File: src/pport_map.svh
// Register offsets, field positions and reset values of the parallel port unit
// Behaviour
// - Chip-select pin enable set routes chip select to its pin, else port I/O.
// - Address pin enables 7..2 each make their pin an address line when set.
// - Pin enables 1..0 give pins to address 1/0 or latch strobes when set.
// - All-inputs-full reads 1 only while every input byte is full.
// - External write to a full input byte sets sticky overflow; software writes zero.
// - Each input byte has a full flag; software reading that byte clears it.
// - All-outputs-empty reads 1 only when every output byte is empty; resets 1.
// - External read of an empty output byte sets sticky underflow; software clears.
// - Output empty flags reset 1, clear on software write in slave modes, set on transmit.
// - Unused status, pin-enable and high-address positions read as zero.
// - Eight data bytes form four high/low pairs for 16-bit access.
// - Input pair A takes slave input; in master modes carries both directions.
// - Input pair B only buffers input in buffered slave modes; the code also writes it in mode 01 at pin address 2/3.
// - Master address pair and output pair A share one physical register pair.
// - Output pair B holds outgoing bytes only in buffered slave modes; the code also sends it in mode 01 at pin address 2/3.
// - Chip-select field 10 makes high-address bit 6 chip select, else address 14.
// - High-address bits 5..0 hold address 13..8; register resets to zero.
// - Chip-select field 10 enables chip select with 14 address bits; 00 disables.
// - Port mode 00 legacy, 01 addressable slave, 10 master 2, 11 master 1.
// - External write strobe depositing data sets that byte's full flag.
`ifndef PPORT_MAP_SVH
`define PPORT_MAP_SVH

// ==========================================
// Register offsets
`define PP_OUT_STAT_OFS 12'hf54
`define PP_IN_STAT_OFS 12'hf55
`define PP_PIN_EN_LO_OFS 12'hf56
`define PP_PIN_EN_HI_OFS 12'hf57
`define PP_MODE_OFS 12'hf5d
`define PP_CTRL_OFS 12'hf5e
`define PP_IN_A_LO_OFS 12'hf60
`define PP_IN_A_HI_OFS 12'hf61
`define PP_IN_B_LO_OFS 12'hf62
`define PP_IN_B_HI_OFS 12'hf63
`define PP_OUT_B_LO_OFS 12'hf64
`define PP_OUT_B_HI_OFS 12'hf65
`define PP_OUT_A_LO_OFS 12'hf6e
`define PP_OUT_A_HI_OFS 12'hf6f

// ==========================================
// Field positions
`define PP_SUM_BIT 7
`define PP_ERR_BIT 6
`define PP_CS_PIN_BIT 6
`define PP_CS_CTL_BIT 6
`define PP_INCM_LSB 3
`define PP_CSF_LSB 6
`define PP_HI_ADDR_MASK 8'h7f

// ==========================================
// Reset values and codes
`define PP_EMPTY_RESET 4'hf
`define PP_INCM_BUFFERED 2'h3
`define PP_CSF_ENABLED 2'h2

`endif

File: src/pport_pkg.sv
// Types shared by the parallel port unit
package pport_pkg;

   typedef enum logic [1:0] {
      MODE_LEGACY = 2'h0,
      MODE_ADDRESSED = 2'h1,
      MODE_MASTER2 = 2'h2,
      MODE_MASTER1 = 2'h3
   } port_mode_t;

   typedef struct packed {
      logic cs;
      logic rd;
      logic wr;
      logic [1:0] addr;
      logic [7:0] data;
   } ext_pins_t;

   typedef struct packed {
      logic [3:0][7:0] mem;
      logic [7:0] rdata;
   } store_state_t;

   typedef struct packed {
      ext_pins_t sync1;
      ext_pins_t sync2;
      logic wr_act;
      logic rd_act;
      logic [1:0] lat_addr;
      logic [7:0] lat_data;
      logic [1:0] in_ptr;
      logic [1:0] out_ptr;
      logic [3:0] in_full;
      logic in_ovf;
      logic [3:0] out_empty;
      logic out_unf;
      logic [3:0][7:0] out_bytes;
      logic [7:0] pin_en_lo;
      logic pin_en_cs;
      port_mode_t mode;
      logic [1:0] incm;
      logic [1:0] chip_select_function_field;
      logic [7:0] rdata;
      logic sel_store;
      logic [7:0] ext_data;
      logic ext_oe;
      logic [15:0] addr_out;
      logic cs_out;
      logic all_full;
      logic all_empty;
   } unit_state_t;

endpackage

File: src/byte_store.sv
// Four-byte input buffer store with registered read data
`timescale 1ns/1ps
module byte_store (
   // Clock and reset
   input wire logic clock,
   input wire logic rst,
   // Write port
   input wire logic we,
   input wire logic [1:0] waddr,
   input wire logic [7:0] wdata,
   // Read port
   input wire logic [1:0] raddr,
   output logic [7:0] rdata
);
   pport_pkg::store_state_t st_q;
   pport_pkg::store_state_t st_d;

   always_comb begin
      st_d = st_q;
      st_d.rdata = st_q.mem[raddr];
      if (we) begin
         st_d.mem[waddr] = wdata;
      end
   end

   always_ff @(posedge clock or posedge rst) begin
      if (rst) begin
         st_q <= '0;
      end else begin
         st_q <= st_d;
      end
   end

   assign rdata = st_q.rdata;
endmodule

File: src/pport_unit.sv
// Parallel port pin enables, buffer status, data pairs and high address
`timescale 1ns/1ps
`include "pport_map.svh"
module pport_unit (
   // Clock and reset
   input wire logic clock,
   input wire logic rst,
   // Register port
   input wire logic [11:0] reg_addr,
   input wire logic [7:0] reg_wdata,
   input wire logic reg_wr,
   input wire logic reg_rd,
   output logic [7:0] reg_rdata,
   // External processor pins
   input wire pport_pkg::ext_pins_t ext_in,
   output logic [7:0] ext_data_out,
   output logic ext_data_oe,
   // Pin function and master address
   output logic [7:0] address_pin_en,
   output logic chip_select_pin_en,
   output logic [15:0] port_address_lines,
   output logic chip_select_out,
   // Buffer summaries
   output logic all_inputs_full,
   output logic all_outputs_empty
);
   pport_pkg::unit_state_t st_q;
   pport_pkg::unit_state_t st_d;
   pport_pkg::ext_pins_t cur;
   logic master;
   logic slave;
   logic buffered;
   logic act_wr;
   logic act_rd;
   logic wr_evt;
   logic rd_evt;
   logic [1:0] widx;
   logic [1:0] ridx;
   logic [3:0] in_set;
   logic [3:0] in_clr;
   logic [3:0] out_set;
   logic [3:0] out_clr;
   logic ovf_set;
   logic unf_set;
   logic mem_we;
   logic [1:0] mem_waddr;
   logic [7:0] mem_wdata;
   logic [1:0] mem_raddr;
   logic [7:0] mem_rdata;
   logic sw_in_rd;
   logic [7:0] rd_val;

   // ==========================================
   // Buffer index chosen by mode
   function automatic logic [1:0] pick_index(input logic addressed, input logic buf_mode,
                                             input logic [1:0] pin_addr, input logic [1:0] ptr);
      logic [1:0] r;
      r = 2'h0;
      if (addressed) begin
         r = pin_addr;
      end else if (buf_mode) begin
         r = ptr;
      end
      return r;
   endfunction

   // ==========================================
   // Input byte store
   byte_store u_store (
      .clock(clock),
      .rst(rst),
      .we(mem_we),
      .waddr(mem_waddr),
      .wdata(mem_wdata),
      .raddr(mem_raddr),
      .rdata(mem_rdata)
   );

   // ==========================================
   // Next state
   always_comb begin
      st_d = st_q;
      cur = st_q.sync2;
      master = st_q.mode[1];
      slave = ~master;
      buffered = (st_q.mode == pport_pkg::MODE_LEGACY) && (st_q.incm == `PP_INCM_BUFFERED);
      in_set = 4'h0;
      in_clr = 4'h0;
      out_set = 4'h0;
      out_clr = 4'h0;
      ovf_set = 1'b0;
      unf_set = 1'b0;
      mem_we = 1'b0;
      mem_waddr = 2'h0;
      mem_wdata = 8'h00;
      mem_raddr = 2'h0;
      sw_in_rd = 1'b0;
      rd_val = 8'h00;

      // Pin synchronisers
      st_d.sync1 = ext_in;
      st_d.sync2 = st_q.sync1;

      // External strobes, slave modes only
      act_wr = slave & cur.cs & cur.wr;
      act_rd = slave & cur.cs & cur.rd;
      st_d.wr_act = act_wr;
      st_d.rd_act = act_rd;
      if (act_wr) begin
         st_d.lat_data = cur.data;
         st_d.lat_addr = cur.addr;
      end
      wr_evt = st_q.wr_act & ~act_wr;
      rd_evt = act_rd & ~st_q.rd_act;
      widx = pick_index(st_q.mode == pport_pkg::MODE_ADDRESSED, buffered,
                        st_q.lat_addr, st_q.in_ptr);
      ridx = pick_index(st_q.mode == pport_pkg::MODE_ADDRESSED, buffered,
                        cur.addr, st_q.out_ptr);

      // External write ends: byte lands in the input store
      if (wr_evt) begin
         mem_we = 1'b1;
         mem_waddr = widx;
         mem_wdata = st_q.lat_data;
         in_set[widx] = 1'b1;
         ovf_set = st_q.in_full[widx];
         if (buffered) begin
            st_d.in_ptr = st_q.in_ptr + 2'h1;
         end
      end

      // External read starts: byte goes onto the data pins
      if (rd_evt) begin
         st_d.ext_data = st_q.out_bytes[ridx];
         out_set[ridx] = 1'b1;
         unf_set = st_q.out_empty[ridx];
         if (buffered) begin
            st_d.out_ptr = st_q.out_ptr + 2'h1;
         end
      end
      st_d.ext_oe = act_rd;

      // Software writes
      if (reg_wr) begin
         case (reg_addr)
            `PP_OUT_STAT_OFS: begin
               if (!reg_wdata[`PP_ERR_BIT]) begin
                  st_d.out_unf = 1'b0;
               end
            end
            `PP_IN_STAT_OFS: begin
               if (!reg_wdata[`PP_ERR_BIT]) begin
                  st_d.in_ovf = 1'b0;
               end
            end
            `PP_PIN_EN_LO_OFS: begin
               st_d.pin_en_lo = reg_wdata;
            end
            `PP_PIN_EN_HI_OFS: begin
               st_d.pin_en_cs = reg_wdata[`PP_CS_PIN_BIT];
            end
            `PP_MODE_OFS: begin
               st_d.mode = pport_pkg::port_mode_t'(reg_wdata[1:0]);
               st_d.incm = reg_wdata[`PP_INCM_LSB +: 2];
            end
            `PP_CTRL_OFS: begin
               st_d.chip_select_function_field = reg_wdata[`PP_CSF_LSB +: 2];
            end
            `PP_IN_A_LO_OFS, `PP_IN_A_HI_OFS: begin
               // Master modes send outgoing data through input pair A
               if (master && !wr_evt) begin
                  mem_we = 1'b1;
                  mem_waddr = {1'b0, reg_addr[0]};
                  mem_wdata = reg_wdata;
               end
            end
            `PP_OUT_A_LO_OFS: begin
               st_d.out_bytes[0] = reg_wdata;
               out_clr[0] = slave;
            end
            `PP_OUT_A_HI_OFS: begin
               st_d.out_bytes[1] = reg_wdata;
               out_clr[1] = slave;
            end
            `PP_OUT_B_LO_OFS: begin
               st_d.out_bytes[2] = reg_wdata;
               out_clr[2] = slave;
            end
            `PP_OUT_B_HI_OFS: begin
               st_d.out_bytes[3] = reg_wdata;
               out_clr[3] = slave;
            end
            default: begin
            end
         endcase
      end

      // Software reads
      if (reg_rd) begin
         case (reg_addr)
            `PP_OUT_STAT_OFS: begin
               rd_val = {&st_q.out_empty, st_q.out_unf, 2'h0, st_q.out_empty};
            end
            `PP_IN_STAT_OFS: begin
               rd_val = {&st_q.in_full, st_q.in_ovf, 2'h0, st_q.in_full};
            end
            `PP_PIN_EN_LO_OFS: begin
               rd_val = st_q.pin_en_lo;
            end
            `PP_PIN_EN_HI_OFS: begin
               rd_val = {1'b0, st_q.pin_en_cs, 6'h00};
            end
            `PP_MODE_OFS: begin
               rd_val = {3'h0, st_q.incm, 1'b0, st_q.mode};
            end
            `PP_CTRL_OFS: begin
               rd_val = {st_q.chip_select_function_field, 6'h00};
            end
            `PP_IN_A_LO_OFS, `PP_IN_A_HI_OFS, `PP_IN_B_LO_OFS, `PP_IN_B_HI_OFS: begin
               sw_in_rd = 1'b1;
               mem_raddr = reg_addr[1:0];
               in_clr[reg_addr[1:0]] = 1'b1;
            end
            `PP_OUT_A_LO_OFS: begin
               rd_val = st_q.out_bytes[0];
            end
            `PP_OUT_A_HI_OFS: begin
               if (master) begin
                  rd_val = st_q.out_bytes[1] & `PP_HI_ADDR_MASK;
               end else begin
                  rd_val = st_q.out_bytes[1];
               end
            end
            `PP_OUT_B_LO_OFS: begin
               rd_val = st_q.out_bytes[2];
            end
            `PP_OUT_B_HI_OFS: begin
               rd_val = st_q.out_bytes[3];
            end
            default: begin
               rd_val = 8'h00;
            end
         endcase
      end
      st_d.rdata = rd_val;
      st_d.sel_store = sw_in_rd;

      // Flag updates: in the same cycle a hardware set wins for full flags, a software clear wins for empty flags
      st_d.in_full = (st_q.in_full & ~in_clr) | in_set;
      st_d.out_empty = (st_q.out_empty | out_set) & ~out_clr;
      if (ovf_set) begin
         st_d.in_ovf = 1'b1;
      end
      if (unf_set) begin
         st_d.out_unf = 1'b1;
      end
      st_d.all_full = &st_d.in_full;
      st_d.all_empty = &st_d.out_empty;

      // Master address and chip select
      st_d.addr_out = 16'h0000;
      st_d.cs_out = 1'b0;
      if (master) begin
         st_d.addr_out[7:0] = st_q.out_bytes[0];
         st_d.addr_out[13:8] = st_q.out_bytes[1][5:0];
         if (st_q.chip_select_function_field == `PP_CSF_ENABLED) begin
            st_d.cs_out = st_q.out_bytes[1][`PP_CS_CTL_BIT];
         end else begin
            st_d.addr_out[14] = st_q.out_bytes[1][`PP_CS_CTL_BIT];
         end
      end
   end

   // ==========================================
   // State register
   always_ff @(posedge clock or posedge rst) begin
      if (rst) begin
         st_q <= '0;
         st_q.out_empty <= `PP_EMPTY_RESET;
         st_q.all_empty <= 1'b1;
      end else begin
         st_q <= st_d;
      end
   end

   // ==========================================
   // Outputs
   assign reg_rdata = st_q.sel_store ? mem_rdata : st_q.rdata;
   assign ext_data_out = st_q.ext_data;
   assign ext_data_oe = st_q.ext_oe;
   assign address_pin_en = st_q.pin_en_lo;
   assign chip_select_pin_en = st_q.pin_en_cs;
   assign port_address_lines = st_q.addr_out;
   assign chip_select_out = st_q.cs_out;
   assign all_inputs_full = st_q.all_full;
   assign all_outputs_empty = st_q.all_empty;
endmodule

File: config.mk
export PLATFORM = sky130hd
export DESIGN_NAME = pport_unit
export DESIGN_NICKNAME = d
export VERILOG_FILES = /design/src/pport_pkg.sv /design/src/byte_store.sv /design/src/pport_unit.sv
export VERILOG_INCLUDE_DIRS = /design/src
export SDC_FILE = /design/constraint.sdc
export NUM_CORES = 1
export LEC_CHECK = 0
export BUFFER_PORTS_ARGS = -buffer_cell sky130_fd_sc_hd__clkbuf_2
export CORE_MARGIN = 4
export CORE_UTILIZATION = 44
export CTS_CLUSTER_SIZE = 20
export DETAILED_ROUTE_END_ITERATION = 12
export SLEW_MARGIN = 0
export SYNTH_ARGS = -nofsm -noshare
export SYNTH_HDL_FRONTEND = slang
export SYNTH_SLANG_ARGS = --single-unit
File: constraint.sdc
create_clock -name clock -period 12.8 [get_ports clock]
set_input_delay 0.64 -clock clock [delete_from_list [all_inputs] [get_ports clock]]
set_output_delay 0.64 -clock clock [all_outputs]
set_load 0.05 [all_outputs]
==> impl_metrics.ini, run 1 <==
[routing]
first_pass_iters = 5
viasPerCell = 5.69
totalWireLength_mm = 19.3
ant_nets = 0
vias = 5267
drtIter0Drc = 438
wl_per_cell_um = 20.8
drc = 0

[global_route]
first_global_vias = 5473
grt_max_degree = 98
grt_use_met2_pct = 31.2
antenna_found_initial = 0
top_usage_layer = met2
use_met1_pct = 27.9
grt_pass1_wl_mm = 31.0
overflow = 0
track_usage_pct = 20.0
use_met3_pct = 3.81

[pwr]
p_int_uw = 850
clock_power_share_pct = 44.0
p_leak_nw = 4.24
combPwrFrac_pct = 5.0
sw_frac_of_total_pct = 24.2
power_per_cell_area_nw_per_um2 = 128
seqPwrFrac_pct = 50.9
ir_drop_uv = 109
p_sw_uw = 271

[synth]
yosysTopAreaCellShare_pct = 53.6
yosys_most_used_dff = dfrtp_1
synth_cells = 651
synthArstFlopShare_pct = 100
synthesis.nets = 688
yosys-top-cells-area = dfrtp_1 54%, mux2_2 12%, nand2_1 3.1%
yosysWarnings = 0
synth-seq-cells = 174
avgSynthCellArea_um2 = 12.1
synth_top_area_cell = dfrtp_1
netlist_area_um2 = 7880
ys_seq_area_share_pct = 55.3
ys_types = 65
synth_edf_count = 0

[worst_setup_path]
path_max_fanout = 40
reg2reg_setup_slack_ns = 9.98
critical_path_buf_inv_count = 1
critical_path.top_delay_family = simple AND/OR/NAND/NOR gates
timing.critical_path.slowest_cell_delay_ns = 0.75
r2r-start = st_q[109]
cp_cell_sequence = clkbuf_2 > or3_1 > nor4_2 > nand2_1 > a2111o_1 > mux2_4
path_depth = 6
critPathLaunchType = input port
end_kind = register
path_class = in2reg
cp.required_ns = 13.12
rr_worst_depth = 5
reg2reg_to = u_store.st_q[34]
cp_slowest_cell = nor4_2
arrival_ns = 3.71

[sta]
max_slew_margin_pct = 20.7
finalCritPeriodShare_pct = 26.5
fin_crit_ns = 3.39
setup_violations = 0
rsz0062_at_grt = no
fmax_ghz = 0.295
slew_violations = 0
final_hold_viol_count = 0
finClkSkew_ns = 0.00894
tightest_slew_ns = 1.18
setup_tns_ns = 0

[floorplanning]
rows = 48
chipHeight_um = 142
io-pin-count = 82
die_area_um2 = 20100
initial_core_util_pct = 45.3
die_width_um = 142
core-area_um2 = 17400

[cts]
cts_max_path_buffers = 2
cts_setup_buffers = 0
cts_buffers = 17
cts_tree = yes
postCtsResizedCells = 0
cts_root_buf = clkbuf_16
clk_latency_ns = 0.43
path_clk_slew_ns = 0.07
hold_buffers = 0
cts_htree_levels = 4
clock_sinks = 174

[cells_and_area]
area_delta_synth_final_pct = 11.3
layout_common_cells = 169 x dfrtp_1, 87 x mux2_2, 80 x clkbuf_2, 65 x nand2_1, 23 x mux2i_1
drive_gt1_share_pct = 31.8
n_antenna_cell = 0
final_cells = 926
multiInputGateArea_um2 = 3120
area.sequential_um2 = 4360
fin_nets = 726
final_common_cell = dfrtp_1
fill_cells = 1580

[hold_path]
whs_endpoint = st_d[121]
min-delay-start = ext_in[11]
hp-class = in2reg
min_path_cells = 1

[placed_design]
gp_congestion = 0.865
dp.cells = 895
io_buffer_count = 80
hpwl_mm = 13.3

[run_status]
status = complete, no violations

[flow_run]
drv_cap = 0
[cell type report]
type / count / share of cell area (%)
clock buffer: 17 / 4.85
clock inverter: 14 / 1.51
inverter: 7 / 0.357
multi-input combinational: 406 / 35.5
sequential: 174 / 49.7
tap: 225 / 3.21
timing repair buffer: 83 / 4.82
[synth_stat cells (3+ instances only)]
cell,number
dfrtp_1,169
mux2_2,87
nand2_1,65
buf_4,32
mux2i_1,23
and2_1,18
clkbuf_1,18
o21ai_0,16
a31oi_1,13
nor2b_1,13
a22o_1,12
nand3_1,12
a21oi_1,11
buf_2,10
nor2_1,10
a2bb2oi_1,9
a211oi_1,7
and3_1,7
mux2_4,7
nand2b_1,6
o221ai_1,6
dfstp_2,5
inv_1,5
nand4_1,5
nor3b_1,5
o31ai_1,5
a22oi_1,4
a32oi_1,4
nand3b_1,4
nand4b_1,4
nor4_1,4
o21a_1,4
a222oi_1,3
and4b_1,3
buf_1,3
[cells by family after synthesis]
family	share of synthesized area, %
multiplexers	16.7
AND/OR/NAND/NOR	12.0
other	0.0476
AO/OA/AOI/OAI	10.3
flip-flops	55.3
XOR/XNOR	0.444
buffers and inverters	5.16
[sequential cells by signal, indices dropped and copies added (netlist names)]
signal / cells
u_store.st_q: 32
ext_data_oe: 1
address_pin_en: 8
st_q: 71
ext_data_out: 8
cur: 13
chip_select_pin_en: 1
all_inputs_full: 1
port_address_lines: 15
st_d: 13
chip_select_out: 1
master: 1
all_outputs_empty: 1
u_store.rdata: 8
[through the flow]
stage | instance area [um^2] | setup WS [ns] | util (%) | total power [mW] | hold slack, ns
detailed placement | 8210 | 9.00 | 47.2 | 0.639 | 0.336
global placement | 8210 | 9.15 | 47.2 | 0.636 | 0.332
global route | 8770 | 9.22 | 50.4 | 1.16 | 0.284
finish | 8770 | 9.41 | 50.4 | 1.12 | 0.308
floorplan | 7880 | 7.45 | - | 0.615 | 0.331
CTS | 8770 | 9.47 | 50.4 | 1.13 | 0.289
[power groups by stage]
| stage | combinational, mW | clock [mW] | sequential (mW) |
|---|---|---|---|
| finish | 0.0564 | 0.494 | 0.571 |
| global route | 0.0636 | 0.528 | 0.572 |
| global placement | 0.0558 | 0 | 0.580 |
| detailed placement | 0.0574 | 0 | 0.581 |
| CTS | 0.0575 | 0.503 | 0.571 |
| floorplan | 0.0364 | 0 | 0.579 |
[how the worst max path moves through the flow]
stage / slack, ns / endpoint / from
floorplan: 7.45 / address_pin_en[0] / rst
global placement: 9.15 / u_store.st_q[34] / reg_addr[1]
detailed placement: 9.00 / u_store.st_q[34] / reg_addr[1]
CTS: 9.47 / u_store.st_q[34] / reg_addr[1]
global route: 9.22 / u_store.st_q[32] / reg_addr[1]
finish: 9.41 / u_store.st_q[34] / reg_addr[1]
[metal layers]
metal / vias to the layer above / routed length [um]
li1: 2403 / -
met1: 2671 / 8980
met2: 159 / 8870
met3: 34 / 952
met4: 0 / 452
met5: - / 0
[worst reg2reg max path, stage by stage, from the launching register on]
cell	delay, ns
dfrtp_1	0.40
nand3b_1	0.19
nor4_2	0.83
nand2_1	0.21
a2111o_1	0.69
mux2_4	0.38
Power figures use the tool's default switching activity.
==> run 2, diff against run 1 <==
ABC_AREA = 1   (was unset)
clock period = 3.2 ns   (was 12.8 ns; I/O delays follow)
==> run 2 against run 1 <==
Compared with the run above:
- sequential share of layout area fell by 2.9 points
- largest cell class unchanged
- clock power rose to 4.3 times the previous value
- combinational power rose to 4.3 times the previous value
- power rose to 4.1 times the previous value
==> impl_metrics.ini, run 2 <==
[run_status]
status = complete, no violations

[pwr]
p_sw_mw = 1.09
clock_power_share_pct = 45.5
combPwrFrac_pct = 5.2
p_leak_nw = 4.73
p_int_mw = 3.55
power_per_cell_area_nw_per_um2 = 497
seqPwrFrac_pct = 49.3
ir_drop_uv = 395
sw_frac_of_total_pct = 23.4
total_power_mw = 4.63

[cts]
cts_max_path_buffers = 2
clk_latency_ns = 0.44
postCtsResizedCells = 0
clock_sinks = 174
cts_root_buf = clkbuf_16
cts_tree = yes
cts_htree_levels = 4
path_clk_slew_ns = 0.07
cts_buffers = 17
cts_setup_buffers = 0

[floorplanning]
io-pin-count = 82
core-area_um2 = 18100
initial_core_util_pct = 45.1
rows = 49
die_width_um = 144
die_area_um2 = 20800
chipHeight_um = 144

[routing]
vias = 6410
drc = 0
first_pass_iters = 5
wl_per_cell_um = 16.8
totalWireLength_mm = 21.3
ant_nets = 0
viasPerCell = 5.05
drtIter0Drc = 627

[cells_and_area]
layout_common_cells = 318 x nand2_1, 169 x dfrtp_1, 80 x clkbuf_2, 76 x inv_1, 67 x nor2_1
final_cells = 1269
drive_gt1_share_pct = 20.2
fin_nets = 1064
final_common_cell = nand2_1
largest_reg_flops = 71
n_antenna_cell = 0
top_register = st_q
area_delta_synth_final_pct = 14.4

[sta]
slew_violations = 0
setup_violations = 0
rsz0062_at_grt = no
tightest_slew_ns = 0.769
max_slew_margin_pct = 48.6
finClkSkew_ns = 0.00724
finalCritPeriodShare_pct = 70.9
fmax_ghz = 0.441
fin_crit_ns = 2.27
fin_ws_ns = 0.932
final_hold_viol_count = 0
setup_tns_ns = 0

[synth]
yosys-top-cells-area = dfrtp_1 52%, nand2_1 15%, inv_1 3.5%
ys_seq_area_share_pct = 53.5
synth_edf_count = 0
synth_top_area_cell = dfrtp_1
yosysTopAreaCellShare_pct = 51.9
synth_cells = 958
synthArstFlopShare_pct = 100
synth-seq-cells = 174
yosysMostFrequentCell = nand2_1
netlist_area_um2 = 8150
yosys_most_used_dff = dfrtp_1
synthesis.nets = 995
yosysWarnings = 0
ys_types = 34
netlist_top_cells_count = 318 x nand2_1, 169 x dfrtp_1, 77 x inv_1
avgSynthCellArea_um2 = 8.51

[placed_design]
dp.cells = 1220
gp_congestion = 0.892
hpwl_mm = 15.5
io_buffer_count = 80
pre_cts_slack_ns = 0.971

[hold_path]
hp-class = in2reg
whs_endpoint = st_q[36]
min_path_cells = 3
min-delay-start = reg_rd

[flow_run]
drv_cap = 0

[worst_setup_path]
critical_path_buf_inv_count = 1
timing.critical_path.slowest_cell_delay_ns = 0.45
r2r-start = master
path_class = reg2reg
critical_path.top_delay_family = simple AND/OR/NAND/NOR gates
critPathLaunchType = register
cp_cell_sequence = inv_2 > nand3_2 > nand2_2 > nand3_2 > o21ai_4 > nand2_4 > nand2_1 > nand2_1
arrival_ns = 2.60
rr_worst_depth = 8
cp.required_ns = 3.53
cp_slowest_cell = dfrtp_1
crit_start = master
path_max_fanout = 12
reg2reg_to = u_store.st_q[18]
reg2reg_setup_slack_ns = 0.93
end_kind = register

[global_route]
track_usage_pct = 21.9
first_global_vias = 6316
grt_pass1_wl_mm = 34.8
grt_max_degree = 70
overflow = 0
antenna_found_initial = 0
## run 2: changes by cell type after synthesis, sizes merged, moves of 23 or more
cell	before	now
inv	6	93
mux2	94	8
mux2i	23	0
nand2	66	334
nand3	12	54
nor2	11	90
o21ai	18	100
## run 2: per-stage QoR
stage / cell area, um^2 / utilization, % / hold WS [ns]
final: 9320 / 51.5 / 0.0641
after global routing: 9320 / 51.5 / 0.0745
after CTS: 9320 / 51.5 / 0.0449
after detailed placement: 8550 / 47.3 / 0.270
after global placement: 8550 / 47.3 / 0.269
after floorplan: 8150 / - / 0.191
## run 2: cell type report
class                   count  area (um^2)
flip-flops and latches    174         4360
clock inverters            10          128
well taps                 229          287
clock buffers              22          474
fillers                  1702         8770
repair buffers            104          648
multi-input cells         637         3070
inverters                  93          353
## run 2: how the worst max path moves through the flow
stage,end,slack (ns),cells past startpoint
2_1_floorplan,address_pin_en[0],0.82,1
3_3_place_gp,all_outputs_empty,1.07,11
3_5_place_dp,u_store.st_q[9],0.97,8
4_1_cts,u_store.st_q[9],0.95,8
5_1_grt,u_store.st_q[10],0.73,8
6_report,u_store.st_q[18],0.93,8
## run 2: worst min-delay path: cells and delay by family
family / cells / cell delay [ns]
buffers and inverters: 2 / 0.20
AND/OR/NAND/NOR: 1 / 0.11
## run 2: what timing repair did
item / 4_1_cts / 5_1_grt
setup endpoints to repair: 0 / 0
endpoints found under the hold margin: 45 / 0
hold buffers: 17 / 0
## run 2: metal layers
| metal | part of all wire [%] | global-route usage [%] | vias up | wire length (um) |
|---|---|---|---|---|
| li1 | - | - | 3141 | - |
| met1 | 50 | 33.7 | 3023 | 10600 |
| met2 | 42 | 31.4 | 215 | 9040 |
| met3 | 6.4 | 4.66 | 31 | 1370 |
| met4 | 1.5 | 5.70 | 0 | 309 |
| met5 | 0 | 0 | - | 0 |
## run 2: kinds of logic after synthesis
logic type / Yosys count / synth area share (%)
and+or+nand+nor: 501 / 27.2
DFF: 174 / 53.5
buffers and inverters: 147 / 8.83
AOI/OAI and AO/OA: 123 / 8.92
muxes: 8 / 1.11
xor gates and xnor gates: 4 / 0.430
other: 1 / 0.0460
## run 2: power by group through the flow
stage,clock network (mW),registers (mW),logic (mW)
after detailed placement,0,2.32,0.228
after CTS,2.15,2.28,0.245
after global routing,2.25,2.29,0.273
after global placement,0,2.32,0.227
final,2.11,2.28,0.241
after floorplan,0,2.32,0.143
==> run 3, diff against run 2 <==
ABC_AREA = 0   (was 1)
clock period = 2.32 ns   (was 3.2 ns; I/O delays follow)
==> run 3 against run 2 <==
Compared with the run above:
- global-route usage down 0.85 points
- combinational power increased by 52%
- first-iteration DRC count fell by 10%
- design area fell by 1.1%
- wire length down 5.9%
- utilization rose by 1.4 points
- sequential power rose by 38%
- clock skew down 0.00082 ns
- flip-flop and latch count stayed put
- count of clock-buffer cells in the layout is 3 lower
- critical path type unchanged
- hold slack improved by 0.024 ns
- sequential share of layout area grew 0.51 points
==> impl_metrics.ini, run 3 (synthesis gave the netlist of run 1 again) <==
[worst_setup_path]
timing.critical_path.slowest_cell_delay_ns = 0.65
critPathLaunchType = register
cp.required_ns = 2.64
critical_path_buf_inv_count = 0
cp_cell_sequence = nand3b_1 > nor4_2 > nand2_1 > a2111o_2 > mux2_4
cp_slowest_cell = a2111o_2
path_max_fanout = 11
path_class = reg2reg
end_kind = register
critical_path.top_delay_family = compound AO/OA/AOI/OAI gates
arrival_ns = 2.49

[flow_run]
drv_cap = 0

[cts]
cts_root_buf = clkbuf_16
path_clk_slew_ns = 0.07
cts_buffers = 17
cts_tree = yes
cts_max_path_buffers = 2
cts_htree_levels = 4
clk_latency_ns = 0.44
clock_sinks = 174

[global_route]
overflow = 0
grt_max_degree = 69
antenna_found_initial = 0
first_global_vias = 5555
track_usage_pct = 21.0
grt_pass1_wl_mm = 32.4

[floorplanning]
die_width_um = 142
io-pin-count = 82
core-area_um2 = 17400
chipHeight_um = 142
die_area_um2 = 20100
rows = 48
initial_core_util_pct = 45.3

[sta]
rsz0062_at_grt = no
setup_violations = 0
max_slew_margin_pct = 61.5
slew_violations = 0
final_hold_viol_count = 0
fin_crit_ns = 2.18
finalCritPeriodShare_pct = 93.8
finClkSkew_ns = 0.00642
fmax_ghz = 0.459
tightest_slew_ns = 0.576

[cells_and_area]
largest_reg_flops = 71
drive_gt1_share_pct = 34.5
fin_nets = 777
layout_common_cells = 169 x dfrtp_1, 87 x mux2_2, 80 x clkbuf_2, 65 x nand2_1, 38 x buf_4
n_antenna_cell = 0
area_delta_synth_final_pct = 16.9
final_cells = 978
final_core_util_pct = 52.9
final_common_cell = dfrtp_1
top_register = st_q
final_cell_area_um2 = 9220
fill_cells = 1579

[placed_design]
hpwl_mm = 14.6
io_buffer_count = 80
dp.cells = 932
placed_area_um2 = 8510
gp_congestion = 0.924

[hold_path]
hp-class = in2reg

[routing]
wl_per_cell_um = 20.5
ant_nets = 0
drtIter0Drc = 564
viasPerCell = 5.61
first_pass_iters = 5
drc = 0
vias = 5487
totalWireLength_mm = 20.0

[pwr]
p_leak_nw = 4.47
power_per_cell_area_nw_per_um2 = 677
ir_drop_uv = 527

[run_status]
status = complete, no violations
run 3: cell types whose count changed in the layout (fill, tap and decap cells not counted), sizes merged, moves of 33 or more:
cell | previous run | this run
buf | 7 | 40
inv | 95 | 11
mux2 | 8 | 94
nand2 | 334 | 66
nand3 | 54 | 12
nor2 | 90 | 11
o21ai | 100 | 18
run 3: timing repair:
action                                  CTS  global route
hold endpoints to repair                 34             0
setup buffers                             0             0
endpoints found under the setup margin    0             8
hold buffers                             14             0
resized for setup                         0             1
run 3: path summary, 6_finish.rpt:
check | slack, ns | depth (start not counted) | endpoint | startpoint
setup / recovery | 0.14 | 5 | u_store.st_q[33] | st_q[109]
hold / removal | 0.09 | 2 | st_q[52] | reg_wdata[0]
setup reg to reg | 0.14 | 5 | u_store.st_q[33] | st_q[109]
hold reg to reg | 0.35 | 0 | cur[12] | st_d[122]
max in group asynchronous | 1.32 | 4 | cur[1] | rst
min in group asynchronous | 0.28 | 3 | st_q[73] | rst
run 3: worst register-to-register path: stages (launching register included):
cell	delay [ns]
dfrtp_1	0.41
nand3b_1	0.20
nor4_2	0.30
nand2_1	0.14
a2111o_2	0.65
mux2_4	0.36
run 3: cell type report:
cell class                 count  area (um^2)  area share, %
clock inverter                13          129           1.40
tap                          225          282           3.05
inverter                       7         30.0          0.326
sequential                   174         4360           47.3
clock buffer                  19          433           4.70
multi-input combinational    406         3120           33.8
timing repair buffer         134          866           9.39
run 3: layer usage:
metal  up-vias  GRT usage [%]  wire, um
li1       2506              -         -
met2       196           33.0      9480
met3        25           4.79      1140
met1      2760           29.2      9130
met5         -              0         0
met4         0           6.52       281
run 3: per-stage QoR:
stage	total power [mW]	setup WS (ns)	hold slack, ns	setup TNS, ns
after CTS	6.31	0.0755	0.0579	0
after floorplan	3.40	-0.0166	0.147	-2.80
after global placement	3.55	0.146	0.192	0
final	6.24	0.143	0.0881	0
after global routing	6.48	0.0156	0.101	0
after detailed placement	3.56	0.0937	0.207	0
run 3: power by group:
| part | switching, mW | internal, mW |
|---|---|---|
| logic | 0.230 | 0.137 |
| clock network | 1.23 | 1.50 |
| registers | 0.0395 | 3.11 |
| total | 1.50 | 4.74 |
